<file path="src/design/dvr_defs.vh">
`ifndef DVR_DEFS_VH
`define DVR_DEFS_VH

// System clock rate in Hz
`define DVR_CLK_HZ          24'd10000000
// Identification sample clock rate in Hz
`define DVR_SAMPLE_HZ       24'd3000000
// Reference step clock rate in Hz while slewing
`define DVR_SLEW_HZ         24'd330000
// Width of the fractional tick accumulator
`define DVR_ACC_W           24

// Width of the identification code and of the reference code
`define DVR_CODE_W          8
// Identical consecutive samples needed before a code is accepted
`define DVR_STABLE_READS    2'd3

// Table mode encodings on the mode pins
`define DVR_MODE_W          2
`define DVR_MODE_STEP_A     2'h0
`define DVR_MODE_STEP_B     2'h1
`define DVR_MODE_SLEW_A     2'h2
`define DVR_MODE_SLEW_B     2'h3
// Mode bit that selects the slewing tables
`define DVR_MODE_SLEW_BIT   1

// Reset values
`define DVR_CODE_RST        8'h00
`define DVR_MODE_RST        2'h0

`endif

</file>
<file path="src/design/dvr_ref_ctrl.v">
`include "dvr_defs.vh"

// Function
// - Sample the identification inputs on every tick of a 3 MHz clock, all modes.
// - Accept a new code only after three consecutive identical samples.
// - Table mode selects direct jump or gradual slewing of the reference.
// - Step-table modes load the reference with the accepted code at once.
// - Slewing-table modes accept changes of more than one step.
// - Slewing-table modes move the reference one step per 330 kHz tick until equal.
module dvr_ref_ctrl (
    input  wire                  i_clk,            // System clock, 10 MHz
    input  wire                  i_sys_rst,        // Synchronous reset, active high
    input  wire [`DVR_CODE_W-1:0] i_voltage_id_code, // Identification pins from processor
    input  wire [`DVR_MODE_W-1:0] i_table_mode,    // Table mode strap pins
    output reg  [`DVR_CODE_W-1:0] o_ref_code,      // Reference code to the converter
    output reg  [`DVR_CODE_W-1:0] o_target_code,   // Last accepted identification code
    output reg                   o_code_accepted,  // Pulse: new code validated
    output reg                   o_slewing,        // Reference still moving to target
    output reg                   o_slew_mode       // Active mode is a slewing table
);

    // Pin synchronisers, three stages each
    reg [`DVR_CODE_W-1:0] vid_s1_r;
    reg [`DVR_CODE_W-1:0] vid_s2_r;
    reg [`DVR_CODE_W-1:0] vid_s3_r;
    reg [`DVR_CODE_W-1:0] vid_pin_r;
    reg [`DVR_MODE_W-1:0] mode_s1_r;
    reg [`DVR_MODE_W-1:0] mode_s2_r;
    reg [`DVR_MODE_W-1:0] mode_s3_r;
    reg [`DVR_MODE_W-1:0] mode_r;

    // Validation state. The run counter saturates rather than wraps,
    // so a code that sits on the pins for a long time is never taken
    // a second time by a counter rollover.
    reg [`DVR_CODE_W-1:0] samp_last_r;
    reg [1:0]             same_cnt_r;
    reg [1:0]             same_cnt_nxt;
    reg                   accept_nxt;

    // Rate enables. Both dividers run free from reset so the sample
    // and step phases are never tied to the moment a code arrives;
    // this costs up to one step period of extra latency on a slew.
    wire                  sample_tick;
    wire                  slew_tick;
    wire                  slew_sel;

    // Sample enable at 3 MHz on average. Ticks fall three or four
    // clocks apart, which gives the spread in validation latency.
    dvr_tick_gen #(
        .RATE_HZ (`DVR_SAMPLE_HZ),
        .CLK_HZ  (`DVR_CLK_HZ)
    ) u_sample_tick (
        .i_clk     (i_clk),
        .i_sys_rst (i_sys_rst),
        .o_tick    (sample_tick)
    );

    // Reference step enable at 330 kHz on average, thirty or
    // thirty-one clocks apart; each tick moves the reference one code.
    dvr_tick_gen #(
        .RATE_HZ (`DVR_SLEW_HZ),
        .CLK_HZ  (`DVR_CLK_HZ)
    ) u_slew_tick (
        .i_clk     (i_clk),
        .i_sys_rst (i_sys_rst),
        .o_tick    (slew_tick)
    );

    // Increment that saturates at the stable-read count
    function [1:0] sat_inc;
        input [1:0] cnt;
        begin
            if (cnt >= `DVR_STABLE_READS)
                sat_inc = `DVR_STABLE_READS;
            else
                sat_inc = cnt + 2'h1;
        end
    endfunction

    // Identification pin synchroniser; a change is taken only when stages
    // two and three agree, so a bus caught mid-transition is never seen.
    // A skew of one clock between pins never passes this test; a wrong value
    // of two clocks or more goes on for the three-sample validation to throw away.
    always @(posedge i_clk)
    begin
        if (i_sys_rst)
        begin
            vid_s1_r  <= `DVR_CODE_RST;
            vid_s2_r  <= `DVR_CODE_RST;
            vid_s3_r  <= `DVR_CODE_RST;
            vid_pin_r <= `DVR_CODE_RST;
        end
        else
        begin
            vid_s1_r  <= i_voltage_id_code;
            vid_s2_r  <= vid_s1_r;
            vid_s3_r  <= vid_s2_r;
            if (vid_s2_r == vid_s3_r)
                vid_pin_r <= vid_s3_r;
        end
    end

    // Mode strap synchroniser, same agreement test. The straps are meant
    // to be static; a change in use alters how later codes apply and stops or resumes an unfinished slew.
    always @(posedge i_clk)
    begin
        if (i_sys_rst)
        begin
            mode_s1_r <= `DVR_MODE_RST;
            mode_s2_r <= `DVR_MODE_RST;
            mode_s3_r <= `DVR_MODE_RST;
            mode_r    <= `DVR_MODE_RST;
        end
        else
        begin
            mode_s1_r <= i_table_mode;
            mode_s2_r <= mode_s1_r;
            mode_s3_r <= mode_s2_r;
            if (mode_s2_r == mode_s3_r)
                mode_r <= mode_s3_r;
        end
    end

    // Bit one of the mode selects the slewing tables
    assign slew_sel = mode_r[`DVR_MODE_SLEW_BIT];

    // Run-length of identical samples, counted only on sample ticks.
    // A code equal to the present target is never taken again, which
    // also keeps the reset value from being accepted as a new code.
    always @*
    begin
        same_cnt_nxt = same_cnt_r;
        accept_nxt   = 1'b0;
        if (sample_tick)
        begin
            if (vid_pin_r == samp_last_r)
                same_cnt_nxt = sat_inc(same_cnt_r);
            else
                same_cnt_nxt = 2'h1;
            // Any change of code is taken, one step or many
            accept_nxt = (same_cnt_nxt == `DVR_STABLE_READS) &&
                         (vid_pin_r != o_target_code);
        end
    end

    // Validation registers and accepted target. The accept pulse and
    // the new target land on the same edge, so a watcher of the pulse
    // can read the target in that cycle.
    always @(posedge i_clk)
    begin
        if (i_sys_rst)
        begin
            samp_last_r     <= `DVR_CODE_RST;
            same_cnt_r      <= 2'h0;
            o_target_code   <= `DVR_CODE_RST;
            o_code_accepted <= 1'b0;
        end
        else
        begin
            same_cnt_r      <= same_cnt_nxt;
            o_code_accepted <= accept_nxt;
            if (sample_tick)
                samp_last_r <= vid_pin_r;
            if (accept_nxt)
                o_target_code <= vid_pin_r;
        end
    end

    // Next reference value while slewing: one code toward the target,
    // or hold once equal. It never passes the target, so a retarget
    // that lands behind the present value just turns the direction.
    function [`DVR_CODE_W-1:0] step_toward;
        input [`DVR_CODE_W-1:0] cur;
        input [`DVR_CODE_W-1:0] tgt;
        begin
            if (cur < tgt)
                step_toward = cur + 8'h01;
            else if (cur > tgt)
                step_toward = cur - 8'h01;
            else
                step_toward = cur;
        end
    endfunction

    // Reference update. Step tables jump in the accept cycle; the
    // processor is trusted to move one code at a time there, since a
    // large jump would disturb the converter loop. A mode change does
    // not move the reference by itself; it waits for the next accepted
    // code or step tick.
    always @(posedge i_clk)
    begin
        if (i_sys_rst)
        begin
            o_ref_code  <= `DVR_CODE_RST;
            o_slewing   <= 1'b0;
            o_slew_mode <= 1'b0;
        end
        else
        begin
            // Mode flag follows the synchronised strap for watchers
            o_slew_mode <= slew_sel;
            if (!slew_sel)
            begin
                if (accept_nxt)
                    o_ref_code <= vid_pin_r;
                // Step tables never report a slew in progress
                o_slewing <= 1'b0;
            end
            else
            begin
                // Steps from the present value toward the latest target
                if (slew_tick)
                    o_ref_code <= step_toward(o_ref_code, o_target_code);
                // Flag lags the reference by one cycle, which saves a
                // compare on the next value
                o_slewing <= (o_ref_code != o_target_code);
            end
        end
    end

endmodule // dvr_ref_ctrl

</file>
<file path="src/design/dvr_tick_gen.v">
`include "dvr_defs.vh"

// Fractional divider: emits a one-cycle enable at RATE_HZ on average
// from a CLK_HZ clock. Exact on average, jitter of one clock cycle.
module dvr_tick_gen #(
    parameter [`DVR_ACC_W-1:0] RATE_HZ = `DVR_SAMPLE_HZ,
    parameter [`DVR_ACC_W-1:0] CLK_HZ  = `DVR_CLK_HZ
) (
    input  wire i_clk,      // System clock
    input  wire i_sys_rst,  // Synchronous reset, active high
    output reg  o_tick      // One-cycle enable pulse
);

    reg  [`DVR_ACC_W-1:0] acc_r;
    wire [`DVR_ACC_W:0]   acc_sum;

    // One extra bit so the sum never wraps before the compare
    assign acc_sum = {1'b0, acc_r} + {1'b0, RATE_HZ};

    // Phase accumulator wraps modulo the clock rate
    always @(posedge i_clk)
    begin
        if (i_sys_rst)
        begin
            acc_r  <= {`DVR_ACC_W{1'b0}};
            o_tick <= 1'b0;
        end
        else if (acc_sum >= {1'b0, CLK_HZ})
        begin
            acc_r  <= acc_sum[`DVR_ACC_W-1:0] - CLK_HZ;
            o_tick <= 1'b1;
        end
        else
        begin
            acc_r  <= acc_sum[`DVR_ACC_W-1:0];
            o_tick <= 1'b0;
        end
    end

endmodule // dvr_tick_gen

</file>
<file path="config.mk">
export PLATFORM = sky130hd
export DESIGN_NAME = dvr_ref_ctrl
export DESIGN_NICKNAME = d
export VERILOG_FILES = /design/src/design/dvr_ref_ctrl.v /design/src/design/dvr_tick_gen.v
export VERILOG_INCLUDE_DIRS = /design/src /design/src/design
export SDC_FILE = /design/constraint.sdc
export NUM_CORES = 1
export LEC_CHECK = 0
export BUFFER_PORTS_ARGS = -buffer_cell sky130_fd_sc_hd__buf_2
export CORE_UTILIZATION = 58
export DETAILED_ROUTE_END_ITERATION = 8
export PLACE_DENSITY = 0.8
export SLEW_MARGIN = 15
export SYNTH_ARGS = -nofsm -noshare
export SYNTH_HDL_FRONTEND = slang
export SYNTH_SLANG_ARGS = --single-unit
</file>
<file path="constraint.sdc">
create_clock -name i_clk -period 4.6 [get_ports i_clk]
set_clock_uncertainty 0.1 [all_clocks]
set_input_delay 0.92 -clock i_clk [delete_from_list [all_inputs] [get_ports i_clk]]
set_output_delay 0.92 -clock i_clk [all_outputs]
set_load 0.02 [all_outputs]
</file>
==> out/results.tsv <==
stage	metric	value	unit
sta	setup_tns	0	ns
clock_tree	cts_buffers	9	
global_route	antenna_found_initial	0	
final_layout	fin_nets	821	
critical_path	crit_fanout	8	
global_route	grt_usage	26.3	%
route	vias_per_cell	6.15	
sta	rsz0062_at_grt	no	
synthesis	ys_types	92	
die	initial_utilization	60.4	%
power	p_per_area	514	nW/um2
synthesis	syn_inst	797	
sta	drv_slew	0	
sta	final-setup-viol-count	0	
global_route	grt-ovfl-total	0	
synthesis	synthesis.area	6670	um2
power	switching_share	42.3	%
clock_tree	clock_latency	0.36	ns
worst_hold_path	hold_class	reg2reg	
status	status	finished clean	
sta	post-route-period-util	83.7	%
final_layout	layout-drive-gt1-share	11.5	%
synthesis	syn-num-nets	829	
synthesis	avgSynthCellArea	8.36	um2
critical_path	crit_type	reg2reg	
synthesis	ys_warn_count	0	
final_layout	multi_input_comb_area	4190	um2
final_layout	final_cell_count_no_fill	934	
route	drt-pass1-iter-count	5	
global_route	grt_pass1_wl	24700	um
sta	tightestPinTransition	1.09	ns
clock_tree	post-cts-setup-buffers	0	
synthesis	synthTopCellsByArea	dfxtp_1 (32%), xnor2_1 (5.3%), nor2_1 (5.0%)	
die	dieArea	11900	um2
final_layout	fillers	923	
critical_path	end_kind	register	
power	internal-power	2100	uW
die	coreArea	11000	um2
clock_tree	cts_root_buf	clkbuf_16	
route	drc	0	
placement	port_buffers	30	
placement	dp_cells	918	
clock_tree	cts_hold_buf	0	
sta	timing.final.crit_period	3.85	ns
critical_path	startpoint_type	register	
die	row_count	38	
global_route	grt_max_degree	63	
die	die-height	109	um
critical_path	crit_arrival	4.04	ns
sta	hold_viol	0	
synthesis	synthFlopType	dfxtp_1	
synthesis	synth_top_cell_area_share	32.4	%
synthesis	synth_area_leader_cell	dfxtp_1	
final_layout	seq_area	2160	um2
power	clockPowerShare	21.7	%
sta	max_freq	0.260	GHz
power	p_switching	1540	uW
power	vdd_drop_max	0.000368	V
route	ant_nets	0	
global_route	grt_pass1_vias	5364	
power	power.total	3640	uW
route	via_count	5740	
synthesis	async_flop_share	0	%
die	num_io_pins	31	
die	fp.dieW	109	um
synthesis	synth_edf_count	0	
sta	slew_headroom	27.1	%
power	p_leak	0.00275	uW
route	wl_per_cell	15.7	um
synthesis	yosysSeqAreaShare	32.4	%
final_layout	syn_to_final_growth	6.25	%
placement	place_congestion	0.925	
power	p_comb_share	42.2	%
power	pwr-share-seq	36.1	%
final_layout	antennaDiodeCount	0	
critical_path	required	4.79	ns
clock_tree	ctsHtreeMaxLevel	3	
clock_tree	cts_tree	built	
clock_tree	post_cts_resized	0	
synthesis	synth_seq_cells	108	
run	maxCapViolCount	0	
clock_tree	ctsLongestPathBuffers	2	
placement	dp_hpwl	10300	um
route	finalWirelength	14700	um
route	drt_iter0_markers	352	
clock_tree	numClockSinks	108	
clock_tree	clk_pin_slew	0.08	ns
cells in the mapped netlist (4+ instances only):
cell type and count:
a211oi_1 9, nand4_1 16, buf_2 9, a221oi_1 5, mux2i_1 33, o31a_1 5, nand2b_1 9, a21o_1 12
inv_1 23, nor2_1 89, nor4_1 5, o21ai_1 6, clkbuf_1 32, o211ai_1 6, and4_1 4, or2_2 8
a21boi_0 4, or3_1 9, nand2_1 61, o21a_1 4, ha_1 19, buf_1 5, a22oi_1 5, nand3_1 17
o21ai_0 24, xor2_1 21, dfxtp_1 108, xnor2_1 40, and2_1 12, nor2b_1 33, and3_1 8, nor3_1 16
a21oi_1 48
power by group through the flow:
stage	Combinational (uW)	Sequential, uW	Clock [uW]
final	1540	1310	791
after global routing	1700	1340	845
after CTS	1510	1300	809
after detailed placement	1500	1320	0
after global placement	1440	1310	0
after floorplan	1380	1170	0
cell usage in the layout, fill, tap and decap left out, types with 4 or more instances in the layout:
| master | netlist | final |
|---|---|---|
| dfxtp_1 | 108 | 108 |
| nor2_1 | 89 | 89 |
| nand2_1 | 61 | 61 |
| a21oi_1 | 48 | 48 |
| xnor2_1 | 40 | 40 |
| nor2b_1 | 33 | 33 |
| mux2i_1 | 33 | 33 |
| buf_2 | 9 | 29 |
| o21ai_0 | 24 | 24 |
| inv_1 | 23 | 22 |
| xor2_1 | 21 | 21 |
| ha_1 | 19 | 19 |
| nand3_1 | 17 | 17 |
| nand4_1 | 16 | 16 |
| nor3_1 | 16 | 16 |
| a21o_1 | 12 | 12 |
| and2_1 | 12 | 12 |
| nand2b_1 | 9 | 9 |
| or3_1 | 9 | 9 |
| a211oi_1 | 9 | 9 |
| clkbuf_16 | 0 | 9 |
| and3_1 | 8 | 8 |
| or2_2 | 8 | 8 |
| o211ai_1 | 6 | 6 |
| o21ai_1 | 6 | 6 |
| o31a_1 | 5 | 5 |
| a221oi_1 | 5 | 5 |
| nor4_1 | 5 | 5 |
| a22oi_1 | 5 | 5 |
| o21a_1 | 4 | 4 |
| and4_1 | 4 | 4 |
| a21boi_0 | 4 | 4 |
flip-flops by register name, summed over array words and instances (netlist names), 2 cells and up:
name,flops
u_slew_tick.acc_r,20
u_sample_tick.acc_r,18
o_ref_code,8
o_target_code,8
samp_last_r,8
vid_pin_r,8
vid_s1_r,8
vid_s2_r,8
vid_s3_r,8
mode_s1_r,2
mode_s2_r,2
mode_s3_r,2
same_cnt_r,2
critical path, cell delays in order, from the launching register on:
cell and delay (ns):
dfxtp_1 0.46, ha_1 0.28, nor2b_1 0.13, o21a_1 0.16, o21ai_0 0.20, a21oi_1 0.10, nand2b_1 0.32, ha_1 0.36
a21o_1 0.18, a21oi_1 0.21, o21bai_1 0.11, a2111oi_0 0.41, nor3_1 0.12, xor2_1 0.16, mux2_2 0.35, a31oi_1 0.11
stage by stage:
stage          worst slack [ns]  util, %  area, um2  hold slack [ns]
6_report                  0.749     64.2       7080            0.342
5_1_grt                   0.362     64.2       7080            0.366
4_1_cts                   0.740     64.2       7080            0.349
3_5_place_dp              0.798     61.5       6780            0.325
3_3_place_gp              0.885     61.5       6780            0.317
2_1_floorplan             0.958        -       6670            0.314
logic make-up after synthesis:
logic type	after synthesis	share of synthesized area, %
compound gates	184	20.2
xor+xnor	61	8.01
fa+ha+maj	20	3.87
buf+inv	74	4.73
flops	108	32.4
mux	39	5.97
simple gates	311	24.8
final cells by class:
type / count / share of cell area, %
clock buffer: 10 / 3.37
clock inverter: 6 / 0.901
inverter: 23 / 1.22
multi-input combinational: 615 / 59.1
sequential: 108 / 30.5
tap: 140 / 2.47
timing repair buffer: 32 / 2.37
metal layers:
layer	global-route usage (%)	share of wire (%)	wire, um
met1	33.6	45	6580
met2	42.9	47	6890
met3	6.04	6.5	950
met4	10.3	2.0	287
met5	0	0	0
final timing paths:
path	start	cells past startpoint	slack, ns	endpoint
setup reg to reg	o_ref_code[1]	15	0.75	o_ref_code[7]
hold reg to reg	vid_s1_r[4]	1	0.34	vid_s2_r[4]
setup / recovery	o_ref_code[1]	15	0.75	o_ref_code[7]
hold / removal	vid_s1_r[4]	1	0.34	vid_s2_r[4]
(Power assumes the default switching activity.)
